--- src/design/isu_defines.svh ---
/*
 Offsets, field positions, reset values and timing counts of the indirect addressing
 special function unit. Assumes inclusion by bare name from the design files.
*/
`ifndef ISU_DEFINES_SVH
`define ISU_DEFINES_SVH
// Data memory addresses of the special registers (sector-local, 8 bits)
`define ISU_A_IND0 8'h00
`define ISU_A_PTR0 8'h01
`define ISU_A_IND1 8'h02
`define ISU_A_PTR1L 8'h03
`define ISU_A_PTR1S 8'h04
`define ISU_A_ACC 8'h05
`define ISU_A_PCLB 8'h06
`define ISU_A_TBLO 8'h07
`define ISU_A_TBHI 8'h08
`define ISU_A_TRES 8'h09
`define ISU_A_IND2 8'h0A
`define ISU_A_PTR2L 8'h0B
`define ISU_A_PTR2S 8'h0C
`define ISU_A_BANK 8'h0D
// Special area spans addresses below this in every sector
`define ISU_SPECIAL_TOP 8'h0E
// Bank select fields
`define ISU_BANK4_MASK 8'h03
`define ISU_BANK2_MASK 8'h01
`define ISU_BANK_RST 8'h00
`define ISU_PTR_RST 8'h00
`define ISU_IND_READ 8'h00
// Dummy cycles after a program counter low byte write
`define ISU_PCL_DUMMY 2'h1
// AHB-Lite register map (byte addresses)
`define ISU_R_CMD 12'h000
`define ISU_R_STAT 12'h004
`define ISU_R_RDAT 12'h008
`define ISU_R_PC 12'h00C
`define ISU_R_BANK 12'h010
`define ISU_R_MEMA 12'h014
`define ISU_R_TROM 12'h018
// Command word fields
`define ISU_C_OP_LSB 28
`define ISU_C_ADDR_LSB 8
`define ISU_HTRANS_NONSEQ 2'h2
`endif

--- src/design/isu_pkg.sv ---
/*
 Types of the indirect addressing special function unit.
 Sets its own opcode and state values; isu_defines.svh holds the other numeric constants.
*/
package isu_pkg;
	typedef enum logic [3:0] {
		ISU_OP_NOP = 4'h0,
		ISU_OP_RD = 4'h1,
		ISU_OP_WR = 4'h2,
		ISU_OP_INC = 4'h3,
		ISU_OP_DEC = 4'h4,
		ISU_OP_LRD = 4'h5,
		ISU_OP_LWR = 4'h6,
		ISU_OP_JMP = 4'h7,
		ISU_OP_TRD = 4'h8,
		ISU_OP_ALU = 4'h9
	} isu_op_t;
	typedef enum logic [1:0] {
		ISU_ST_IDLE = 2'h0,
		ISU_ST_DUMMY = 2'h1
	} isu_state_t;
	typedef struct packed {
		isu_op_t op;
		logic [11:0] rsv;
		logic [7:0] sector;
		logic [7:0] addr;
	} isu_cmd_t;
	typedef struct packed {
		logic [1:0] bus_ph;
		logic [11:0] addr;
		logic wr;
	} isu_aph_t;
endpackage

--- src/design/isu_core.sv ---
/*
 Special function register unit of a small 8-bit core: indirect ports, memory pointers,
 extended direct addressing, bank select, accumulator, PC low byte and table read.
 Assumes an AHB-Lite master issuing single word transfers; program memory is a table
 input port; the unit's data memory is held here as an array.
*/
// The implementer's own choices: the AHB-Lite interface to the registers and the placing of the registers.
`timescale 1ns/1ps
`default_nettype none
`include "isu_defines.svh"
// Functional notes
// - Accessing an indirect port acts on the data memory location its pointer holds, never on the port.
// - The sector-0 port with its one-byte pointer reaches sector 0 only.
// - The wide ports take sector from the pointer high byte and location from the low byte.
// - An indirect access that lands on an indirect port reads zero and writes nothing.
// - All five pointer bytes are real memory cells, readable, writable and steppable.
// - Extended direct addresses use the upper part as sector and the low eight bits as location.
// - A jump lands at its target within the bank chosen by the bank bits.
// - Four-bank variant: two bank bits encode the bank directly and reset to zero.
// - Two-bank variant: only bit 0 exists, the upper bits read zero, it resets to zero.
// - ALU results come through the accumulator; no register-to-register path exists.
// - Writing the PC low byte replaces only its low eight bits.
// - A PC low byte write costs one extra dummy cycle.
// - A table read puts the high byte in the table result register and the low byte at the named sector-0 cell, unless that cell lies in the special area.
module isu_core #(
	parameter int SECTORS = 2,
	parameter int BANKS = 4,
	parameter int PAGE_BITS = 8,
	parameter int PC_BITS = 13
)(
	input wire logic REF_CLK,
	input wire logic RST_N,
	input wire logic HSEL,
	input wire logic [31:0] HADDR,
	input wire logic [1:0] HTRANS,
	input wire logic HWRITE,
	input wire logic [2:0] HSIZE,
	input wire logic [31:0] HWDATA,
	input wire logic HREADY,
	output logic [31:0] HRDATA,
	output logic HREADYOUT,
	output logic HRESP,
	output logic [15:0] TABLE_ADDR,
	input wire logic [15:0] TABLE_WORD,
	output logic [PC_BITS-1:0] PC_OUT,
	output logic BUSY
);
	localparam int BB = (BANKS == 4) ? 2 : 1;
	localparam int DEPTH = SECTORS * 256;
	initial
	begin
		if (!(BANKS == 2 || BANKS == 4) || SECTORS < 1 || SECTORS > 256 || PC_BITS <= PAGE_BITS + BB)
			$error("isu_core: unsupported parameters");
	end

	logic [7:0] mem_q [DEPTH];
	logic [7:0] acc_q;
	logic [7:0] tres_q;
	logic [7:0] bank_q;
	logic [PC_BITS-1:0] pc_q;
	logic [7:0] rdat_q;
	isu_pkg::isu_state_t state_q;
	isu_pkg::isu_aph_t aph_q;
	logic [31:0] rdata_q;

	// Address phase capture; only one wait-free data phase, so HREADYOUT stays high
	always_ff @(posedge REF_CLK)
	begin
		if (!RST_N)
			aph_q <= '0;
		else if (HREADY)
			aph_q <= '{bus_ph: (HSEL ? HTRANS : 2'h0), addr: HADDR[11:0], wr: HWRITE};
	end
	wire logic wr_go = (aph_q.bus_ph == `ISU_HTRANS_NONSEQ) && aph_q.wr;
	wire logic rd_go = HSEL && HREADY && (HTRANS == `ISU_HTRANS_NONSEQ) && !HWRITE;
	isu_pkg::isu_cmd_t cmd;
	assign cmd = HWDATA;
	wire logic cmd_go = wr_go && (aph_q.addr == `ISU_R_CMD) && (state_q == isu_pkg::ISU_ST_IDLE);

	// Effective address resolution
	logic [7:0] sec_e;
	logic [7:0] loc_e;
	logic via_ind;
	logic [7:0] sp_loc;
	assign sp_loc = cmd.addr;
	always_comb
	begin
		sec_e = cmd.sector;
		loc_e = cmd.addr;
		via_ind = 1'b0;
		if (cmd.op != isu_pkg::ISU_OP_LRD && cmd.op != isu_pkg::ISU_OP_LWR)
			sec_e = 8'h00;
		if (sp_loc == `ISU_A_IND0)
		begin
			sec_e = 8'h00;
			loc_e = mem_q[`ISU_A_PTR0];
			via_ind = 1'b1;
		end
		else if (sp_loc == `ISU_A_IND1)
		begin
			sec_e = mem_q[`ISU_A_PTR1S];
			loc_e = mem_q[`ISU_A_PTR1L];
			via_ind = 1'b1;
		end
		else if (sp_loc == `ISU_A_IND2)
		begin
			sec_e = mem_q[`ISU_A_PTR2S];
			loc_e = mem_q[`ISU_A_PTR2L];
			via_ind = 1'b1;
		end
	end
	// extended form: sector field is the upper part, location the low eight bits
	wire logic [15:0] eff = {sec_e, loc_e};
	wire logic sec_ok = ({8'h00, sec_e} < 16'(SECTORS));
	wire logic [15:0] idx = sec_ok ? eff : 16'h0000;
	// an indirect hit on an indirect port
	wire logic ind_on_ind = via_ind && (loc_e == `ISU_A_IND0 || loc_e == `ISU_A_IND1 || loc_e == `ISU_A_IND2);
	wire logic is_spec = (loc_e < `ISU_SPECIAL_TOP);

	logic [7:0] rd_val;
	always_comb
	begin
		rd_val = mem_q[idx[$clog2(DEPTH)-1:0]];
		if (ind_on_ind || !sec_ok)
			rd_val = `ISU_IND_READ;
		else if (is_spec && loc_e == `ISU_A_ACC)
			rd_val = acc_q;
		else if (is_spec && loc_e == `ISU_A_PCLB)
			rd_val = pc_q[7:0];
		else if (is_spec && loc_e == `ISU_A_TRES)
			rd_val = tres_q;
		else if (is_spec && loc_e == `ISU_A_BANK)
			rd_val = bank_q;
	end
	wire logic [7:0] bank_mask = (BANKS == 4) ? `ISU_BANK4_MASK : `ISU_BANK2_MASK;

	// Value to store: accumulator for writes, stepped cell for inc/dec
	logic [7:0] wval;
	logic do_store;
	always_comb
	begin
		wval = acc_q;
		do_store = 1'b0;
		case (cmd.op)
			isu_pkg::ISU_OP_WR, isu_pkg::ISU_OP_LWR: do_store = 1'b1;
			isu_pkg::ISU_OP_INC:
			begin
				wval = rd_val + 8'h01;
				do_store = 1'b1;
			end
			isu_pkg::ISU_OP_DEC:
			begin
				wval = rd_val - 8'h01;
				do_store = 1'b1;
			end
			default: do_store = 1'b0;
		endcase
		if (ind_on_ind || !sec_ok)
			do_store = 1'b0;
	end
	wire logic pcl_wr = cmd_go && do_store && is_spec && loc_e == `ISU_A_PCLB;
	wire logic bank_wr = cmd_go && do_store && is_spec && loc_e == `ISU_A_BANK;

	// Data memory: pointers and table pointers live here as ordinary cells
	wire logic [15:0] tbl_idx = cmd.addr == `ISU_A_TRES ? 16'h0000 : {8'h00, cmd.addr};
	always_ff @(posedge REF_CLK)
	begin
		if (cmd_go && do_store && !(is_spec && (loc_e == `ISU_A_ACC || loc_e == `ISU_A_PCLB
			|| loc_e == `ISU_A_TRES || loc_e == `ISU_A_BANK)))
			mem_q[idx[$clog2(DEPTH)-1:0]] <= wval;
		else if (cmd_go && cmd.op == isu_pkg::ISU_OP_TRD && cmd.addr >= `ISU_SPECIAL_TOP)
			mem_q[tbl_idx[$clog2(DEPTH)-1:0]] <= TABLE_WORD[7:0];
	end

	// Accumulator: loaded by reads and by ALU results
	always_ff @(posedge REF_CLK)
	begin
		if (!RST_N)
			acc_q <= 8'h00;
		else if (cmd_go && (cmd.op == isu_pkg::ISU_OP_RD || cmd.op == isu_pkg::ISU_OP_LRD))
			acc_q <= rd_val;
		else if (cmd_go && cmd.op == isu_pkg::ISU_OP_ALU)
			acc_q <= acc_q + rd_val;
		else if (cmd_go && do_store && is_spec && loc_e == `ISU_A_ACC)
			acc_q <= wval;
	end

	// Table read result high byte
	always_ff @(posedge REF_CLK)
	begin
		if (!RST_N)
			tres_q <= 8'h00;
		else if (cmd_go && cmd.op == isu_pkg::ISU_OP_TRD)
			tres_q <= TABLE_WORD[15:8];
		else if (cmd_go && do_store && is_spec && loc_e == `ISU_A_TRES)
			tres_q <= wval;
	end
	// pointers are plain cells that software loads and steps
	assign TABLE_ADDR = {mem_q[`ISU_A_TBHI], mem_q[`ISU_A_TBLO]};

	// Bank select: unimplemented bits read zero
	always_ff @(posedge REF_CLK)
	begin
		if (!RST_N)
			bank_q <= `ISU_BANK_RST;
		else if (bank_wr)
			bank_q <= wval & bank_mask;
		else if (wr_go && aph_q.addr == `ISU_R_BANK)
			bank_q <= HWDATA[7:0] & bank_mask;
	end

	// Program counter: jump targets take the selected bank as their top bits
	localparam int OFS = PC_BITS - BB;
	always_ff @(posedge REF_CLK)
	begin
		if (!RST_N)
			pc_q <= '0;
		else if (cmd_go && cmd.op == isu_pkg::ISU_OP_JMP)
			pc_q <= {bank_q[BB-1:0], HWDATA[OFS-1+8:8]};
		else if (pcl_wr)
			pc_q <= {pc_q[PC_BITS-1:8], wval};
		else if (cmd_go)
			pc_q <= pc_q + PC_BITS'(1);
	end
	assign PC_OUT = pc_q;

	// Dummy cycle after a PC low byte write; commands are ignored meanwhile
	always_ff @(posedge REF_CLK)
	begin
		if (!RST_N)
			state_q <= isu_pkg::ISU_ST_IDLE;
		else
			case (state_q)
				isu_pkg::ISU_ST_IDLE: if (pcl_wr) state_q <= isu_pkg::ISU_ST_DUMMY;
				isu_pkg::ISU_ST_DUMMY: state_q <= isu_pkg::ISU_ST_IDLE;
				default: state_q <= isu_pkg::ISU_ST_IDLE;
			endcase
	end
	assign BUSY = (state_q == isu_pkg::ISU_ST_DUMMY);

	// Last read value latched for software
	always_ff @(posedge REF_CLK)
	begin
		if (!RST_N)
			rdat_q <= 8'h00;
		else if (cmd_go && cmd.op != isu_pkg::ISU_OP_NOP)
			rdat_q <= (cmd.op == isu_pkg::ISU_OP_TRD) ? TABLE_WORD[7:0] : rd_val;
	end

	// Read data registered at the address phase; unmapped reads give zero
	always_ff @(posedge REF_CLK)
	begin
		if (!RST_N)
			rdata_q <= 32'h00000000;
		else if (rd_go)
		begin
			if (HADDR[11:0] == `ISU_R_STAT)
				rdata_q <= {31'h00000000, BUSY};
			else if (HADDR[11:0] == `ISU_R_RDAT)
				rdata_q <= {24'h000000, rdat_q};
			else if (HADDR[11:0] == `ISU_R_PC)
				rdata_q <= 32'(pc_q);
			else if (HADDR[11:0] == `ISU_R_BANK)
				rdata_q <= {24'h000000, bank_q};
			else if (HADDR[11:0] == `ISU_R_MEMA)
				rdata_q <= {24'h000000, acc_q};
			else if (HADDR[11:0] == `ISU_R_TROM)
				rdata_q <= {16'h0000, TABLE_ADDR};
			else
				rdata_q <= 32'h00000000;
		end
	end
	assign HRDATA = rdata_q;
	assign HREADYOUT = 1'b1;
	assign HRESP = 1'b0;
endmodule
`default_nettype wire

--- config.mk ---
export PLATFORM = sky130hd
export DESIGN_NAME = isu_core
export DESIGN_NICKNAME = d
export VERILOG_FILES = /design/src/design/isu_pkg.sv /design/src/design/isu_core.sv
export VERILOG_INCLUDE_DIRS = /design/src /design/src/design
export SDC_FILE = /design/constraint.sdc
export NUM_CORES = 2
export LEC_CHECK = 0
export ABC_CLOCK_PERIOD_IN_PS = 75700
export BUFFER_PORTS_ARGS = -buffer_cell sky130_fd_sc_hd__buf_2
export CAP_MARGIN = 5
export CORE_MARGIN = 3
export CORE_UTILIZATION = 50
export DETAILED_ROUTE_END_ITERATION = 8
export PLACE_DENSITY_LB_ADDON = 0.08
export SLEW_MARGIN = 20
export SYNTH_ARGS = -nofsm -noshare
export SYNTH_HDL_FRONTEND = slang
export SYNTH_SLANG_ARGS = --single-unit
--- constraint.sdc ---
create_clock -name REF_CLK -period 75.7 [get_ports REF_CLK]
set_input_delay 15.14 -clock REF_CLK [delete_from_list [all_inputs] [get_ports REF_CLK]]
set_output_delay 15.14 -clock REF_CLK [all_outputs]
set_load 0.02 [all_outputs]
After elaboration in Yosys (flattened, before gate mapping)
Memory sizes are Yosys's and may differ from the RTL's.
Index checks and enable logic that the tools add are counted.
Word-level totals
  register bits: 87
  memories kept: 1
  output and inout bits: 64
  bits in writable memories: 4096
  logic and storage cells: 146
  bits of input ports: 90
Memory list
  mem_q: words 512, bits a word 8, rd ports 8, clocked after Yosys merged registers in 0, wr ports 1, line isu_core.sv:56  | logic [7:0] mem_q [DEPTH];
Operators by class
  mux-type cells: 46
  equality and inequality tests: 30
  order comparisons: 3
  reductions and logical operators: 51
  add/sub/neg operators: 4
Operators with widths (count)
  8-bit two-way mux: 20
  16-bit two-way mux: 6
  12-bit by 5-bit == test with 1-bit output, second input constant: 4
  8-bit by 4-bit == test with 1-bit output, second input constant: 5
  13-bit two-way mux: 3
  1-bit logical AND: 27
  12-bit by 4-bit == test with 1-bit output, second input constant: 2
  9-bit two-way mux: 2
  4-bit by 3-bit == test with 1-bit output, second input constant: 4
  8-bit by 2-bit == test with 1-bit output, second input constant: 2
  8-bit by 3-bit == test with 1-bit output, second input constant: 2
  8-bit zero test: 2
  8-bit case mux with 2 select lines: 1
  13-bit by 1-bit adder with 13-bit output, second input constant: 1
  12-bit by 3-bit == test with 1-bit output, second input constant: 1
  12-bit zero test: 1
  1-bit two-way mux: 11
  8-bit by 1-bit adder with 8-bit output, second input constant: 1
  8-bit adder: 1
  4-bit by 2-bit == test with 1-bit output, second input constant: 2
  4-bit == test, second input constant: 2
  8-bit by 4-bit greater-or-equal comparator with 1-bit output, second input constant: 1
  8-bit by 2-bit less-than comparator with 1-bit output, second input constant: 1
  8-bit by 4-bit less-than comparator with 1-bit output, second input constant: 1
  other kinds (15): 31

Logic depth before layout (Yosys ltp)
An unclocked memory read counts as a cell.
  depth in word-level cells: 19
  depth in mapped cells: 34

Worst setup path after synthesis
Ideal clock, no wire load.
  path type: input -> register
  start point: in HWDATA[3]
  end point: mem mem_q[0][7], data pin
  path slack: 38.225 ns
  stages on the path: 30
  data arrival time: 34.408 ns
  buffers on the path: 6
  path through: buf_2 -> mux2_4 -> a211oi_2 -> nor2_4 -> buf_4 -> buf_4 -> buf_2 -> buf_2 -> buf_2 -> nand2_1 -> a21oi_1 -> a221oi_1 -> nor2_1 -> a31o_2 -> a211oi_1 -> nor3_1 -> a211o_1 -> a31oi_1 -> mux2i_1 -> o211ai_2 -> inv_1 -> ha_1 -> nor2_1 -> nor4b_2 -> nand4_1 -> nand3_1 -> a31oi_1 -> xor3_1 -> o21ai_1 -> mux2i_1
On the way
  word-level cells in the longest chain between the ends: 16
  elaborated cells between the ends (all ways): 55
  those cells by class: 2 x add/sub; 3 x order compare; 8 x eq/ne; 21 x mux; 20 x reduce/logical; 1 x memory
Ends and longest elaborated chain
  start, declared: line isu_core.sv:38  | input wire logic [31:0] HWDATA,
  parallel branches: the longest is 15 deep, another holds 8-bit by 2-bit less-than comparator with 1-bit output
  8-bit two-way mux (no line) *
  end, declared: line isu_core.sv:56
Every way passes the cells marked *.

Worst setup path after layout
  start point: in HWDATA[3]
  end point: mem mem_q[109][3], data pin
The elaborated chain is that of the path after synthesis.

==> summary.log <==
qor: drt.routedWlPerCell 33.3 um
qor: pwr.power 5.18 mW
qor: sta.min_period_over_period 36.8%
qor: clock_tree.tritoncts_clock_tree yes
qor: status.outcome complete, no violations
qor: synthesis.netlist_area 0.170 sq mm
qor: drt.post_drt_via_cell_ratio 6.49
qor: worst_setup_path.setup.worst_path.end_class flop
qor: drt.route.vias.total 113k
qor: synthesis.synth_seq_cells 4167
qor: global_route.grt_pass1_wl 813000 um
qor: pwr.p_per_area 27.3 mW/mm^2
qor: finish.most_frequent_standard_cell_in_the_layout_excluding_fill_and_tap_cells edfxtp_1
qor: sta.tightest_slew 1.33 ns
qor: synthesis.synth_seq_area_share 73.0%
qor: worst_setup_path.crit_path_max_incr_delay 0.92 ns
qor: floorplan.die_h 590 um
qor: pwr.leakagePower 63.2 nW
qor: worst_setup_path.path_buf_inv 9
qor: clock_tree.cts_htree_levels 5
qor: global_route.largest_net_degree_at_the_start_of_global_routing 190
qor: drt.ant_nets 0
qor: sta.report.final.slew_viol_count 0
qor: placement.placed_area 0.176 sq mm
qor: floorplan.core 0.338 sq mm
qor: worst_setup_path.crit_path_top_delay_cell buf_4
qor: worst_setup_path.critical_path.startpoint HWDATA[3]
qor: floorplan.design.portCount 154
qor: clock_tree.clk-insertion-delay-late 0.99 ns
qor: worst_setup_path.critPathCapture mem_q[109][3]
qor: sta.holdWs 0.477 ns
qor: drt.final_routed_wirelength 581000 um
qor: global_route.vias_in_the_first_global_route 106k
qor: clock_tree.tritoncts.num_buffers 429
qor: worst_setup_path.worst_r2r_path_depth 26
qor: sta.setup_viol 0
qor: sta.hold_viol_final 0
qor: worst_setup_path.cpLargestDelayFamily buffers and inverters
qor: worst_setup_path.crit_path_frequent_cell buf_4
qor: synthesis.postSynthCellCount 12.5k
qor: sta.achievable-frequency 35.9 MHz
qor: placement.gp_routability_congestion 0.902
qor: placement.detailed_place_hpwl 333000 um
qor: synthesis.synth_xor_xnor_area_share 0.107%
qor: clock_tree.postCtsResizedCells 0
qor: finish.area_delta_synth_final 11.3%
qor: finish.drive_above_1_share 9.58%
qor: run.max_cap_violations 0
qor: floorplan.dieWidth 590 um
qor: sta.totalNegativeSetupSlack 0 ns
qor: worst_setup_path.timing.critical_path.from_type input port
qor: synthesis.post_synth_and_or_nand_nor_area_fraction 10.6%
qor: synthesis.share_of_cell_area_taken_by_muxes_after_synthesis 3.17%
qor: floorplan.floorplan.initialDensity 50.4%
qor: drt.drtPass1Iterations 8
qor: synthesis.synth.top_cell.area_share 72.2%
qor: sta.slew-limit-headroom 10.3%
qor: global_route.grt_antenna_before_repair 46
qor: drt.drc 0
qor: clock_tree.cts_hold_bufs 0
qor: worst_setup_path.setup.worst_path.class input port to flop
qor: worst_setup_path.arrival_time_of_data_at_the_critical_path_endpoint 28.53 ns
qor: placement.placement.io_buffers 103
qor: clock_tree.cts_max_path_buffers 4
qor: floorplan.num_rows 213
qor: worst_setup_path.biggest_fanout_along_the_worst_timing_path 100
qor: finish.num-nets-final 12.6k
qor: sta.finalClockSkew 0.0458 ns
qor: synthesis.synthDistinctLibCells 111
qor: global_route.grt-ovfl-total 0
qor: sta.period_needed 27.85 ns
qor: drt.drt_first_iter_violations 16.3k
qor: finish.mostFrequentLayoutCells 4096 x edfxtp_1, 2271 x nand2_1, 766 x nor2_1
qor: worst_setup_path.worstReg2RegStart mem_q[1][0]
qor: floorplan.die_area 0.348 sq mm
qor: synthesis.synth_top_family_by_area simple AND/OR/NAND/NOR gates
qor: clock_tree.clkTransAtPathRegs 0.06 ns
qor: synthesis.synth_top_cell_by_area edfxtp_1
qor: finish.cell_area_after_layout 0.190 sq mm
qor: synthesis.yosysWarningCount 0
qor: synthesis.synth_compound_gate_area_share 10.1%
qor: pwr.irDropWorstVdd 0.0207 mV
qor: worst_setup_path.worstPathRequired 76.38 ns
qor: synthesis.synth-main-ff-cell edfxtp_1
qor: worst_setup_path.reg2reg_to mem_q[109][3]
qor: clock_tree.cts_num_sinks 4167
qor: synthesis.synth_fa_ha_area_share 0.126%
qor: synthesis.number_of_enable_type_register_cells_in_the_synthesized_netlist 4096
qor: synthesis.postSynthAreaPerCell 13.6 sq um
qor: min_path.min_path_type flop to flop
qor: clock_tree.root_buffer_cell clkbuf_16
qor: finish.post-route-util 56.1%
qor: clock_tree.post-cts-setup-buffers 0
qor: synthesis.ys_top_cells_by_area edfxtp_1 72%, nand2_1 5.0%, mux2i_1 2.4%
qor: global_route.groute.usage.overall 32.7%
qor: sta.rsz0062_at_grt no
qor: synthesis.asyncSetResetFlopFracSynth 0%
qor: worst_setup_path.setup.reg_to_reg.worst_slack 61.97 ns
qor: worst_setup_path.worstSetupPathDepth 27
[sequential cells by signal (all words and copies together) (netlist names)]
signal,flops
HRDATA,16
bank_q,2
acc_q,8
aph_q,15
mem_q,4096
rdat_q,8
PC_OUT,13
tres_q,8
state_q,1
[through the flow]
step / setup WS (ns) / cells
4_1_cts: 48.36 / 17400
6_report: 47.85 / 17400
2_1_floorplan: 38.23 / 12700
5_1_grt: 47.63 / 17400
3_3_place_gp: 47.54 / 16600
3_5_place_dp: 47.31 / 16600
[worst reg2reg max path, delay by kind of cell (launching register included)]
| kind | cells | cell delay, ns |
|---|---|---|
| adders and majority gates | 1 | 0.37 |
| and+or+nand+nor | 2 | 1.35 |
| buffers and inverters | 8 | 5.88 |
| muxes | 5 | 1.96 |
| xor gates and xnor gates | 1 | 0.21 |
| DFF | 1 | 0.38 |
| AOI/OAI and AO/OA | 9 | 3.21 |
[how the worst min path moves through the flow]
| stage | slack, ns | cells past startpoint | endpoint | start |
|---|---|---|---|---|
| floorplan | 0.45 | 2 | aph_q[13] | aph_q[13] |
| global placement | 0.46 | 2 | aph_q[14] | aph_q[14] |
| detailed placement | 0.47 | 2 | aph_q[14] | aph_q[14] |
| CTS | 0.48 | 2 | aph_q[14] | aph_q[14] |
| global route | 0.50 | 2 | aph_q[14] | aph_q[14] |
| finish | 0.48 | 2 | aph_q[14] | aph_q[14] |
[synthesized netlist by cell type, types with 18 or more instances]
master / count
edfxtp_1: 4096
nand2_1: 2290
nor2_1: 778
nand3_1: 752
a21oi_1: 711
buf_2: 461
mux2i_1: 400
clkbuf_1: 344
o21ai_0: 302
a221oi_1: 240
a211oi_1: 238
a31oi_1: 229
and3_1: 179
nor3_1: 160
a2111oi_0: 115
o211ai_1: 114
mux2_2: 98
buf_4: 96
a21o_1: 76
dfxtp_1: 71
a311oi_1: 67
buf_1: 66
a221o_1: 39
a22oi_1: 37
o221ai_1: 36
a211o_1: 33
inv_1: 33
or3_1: 27
o31ai_1: 23
a22o_1: 22
a21boi_0: 21
nand4_1: 20
o21ai_1: 20
a311o_1: 18
[final cells by class]
| cell class | count | area [sq um] |
|---|---|---|
| Fill cell | 27200 | 148000 |
| Clock buffer | 537 | 11400 |
| Antenna cell | 18 | 45.0 |
| Multi-Input combinational cell | 7487 | 42300 |
| Sequential cell | 4167 | 124000 |
| Clock inverter | 251 | 2280 |
| Inverter | 33 | 124 |
| Tap cell | 4515 | 5650 |
| Timing Repair Buffer | 411 | 3360 |
[per-layer routing]
metal	wire [um]	vias up	GRT usage (%)
met1	229000	57300	46.2
met3	65900	1159	7.21
met4	25800	14	12.8
li1	-	47700	-
met2	260000	6893	49.6
met5	69	-	0
[cells by family after synthesis]
kind of cell    count (synthesis)
simple gates                 4284
flops                        4167
compound gates               2526
buf+inv                      1007
mux                           512
xor+xnor                       19
fa+ha+maj                      16
other cells                     2
[power breakdown]
group | internal [mW] | leakage [nW] | total (mW) | switching [mW]
logic | 0.129 | 18.0 | 0.546 | 0.417
clock network | 1.19 | 6.71 | 2.08 | 0.888
registers | 2.55 | 38.5 | 2.55 | 0.00133
total | 3.87 | 63.2 | 5.18 | 1.31
Note: power is estimated with default switching activity, not from simulation.
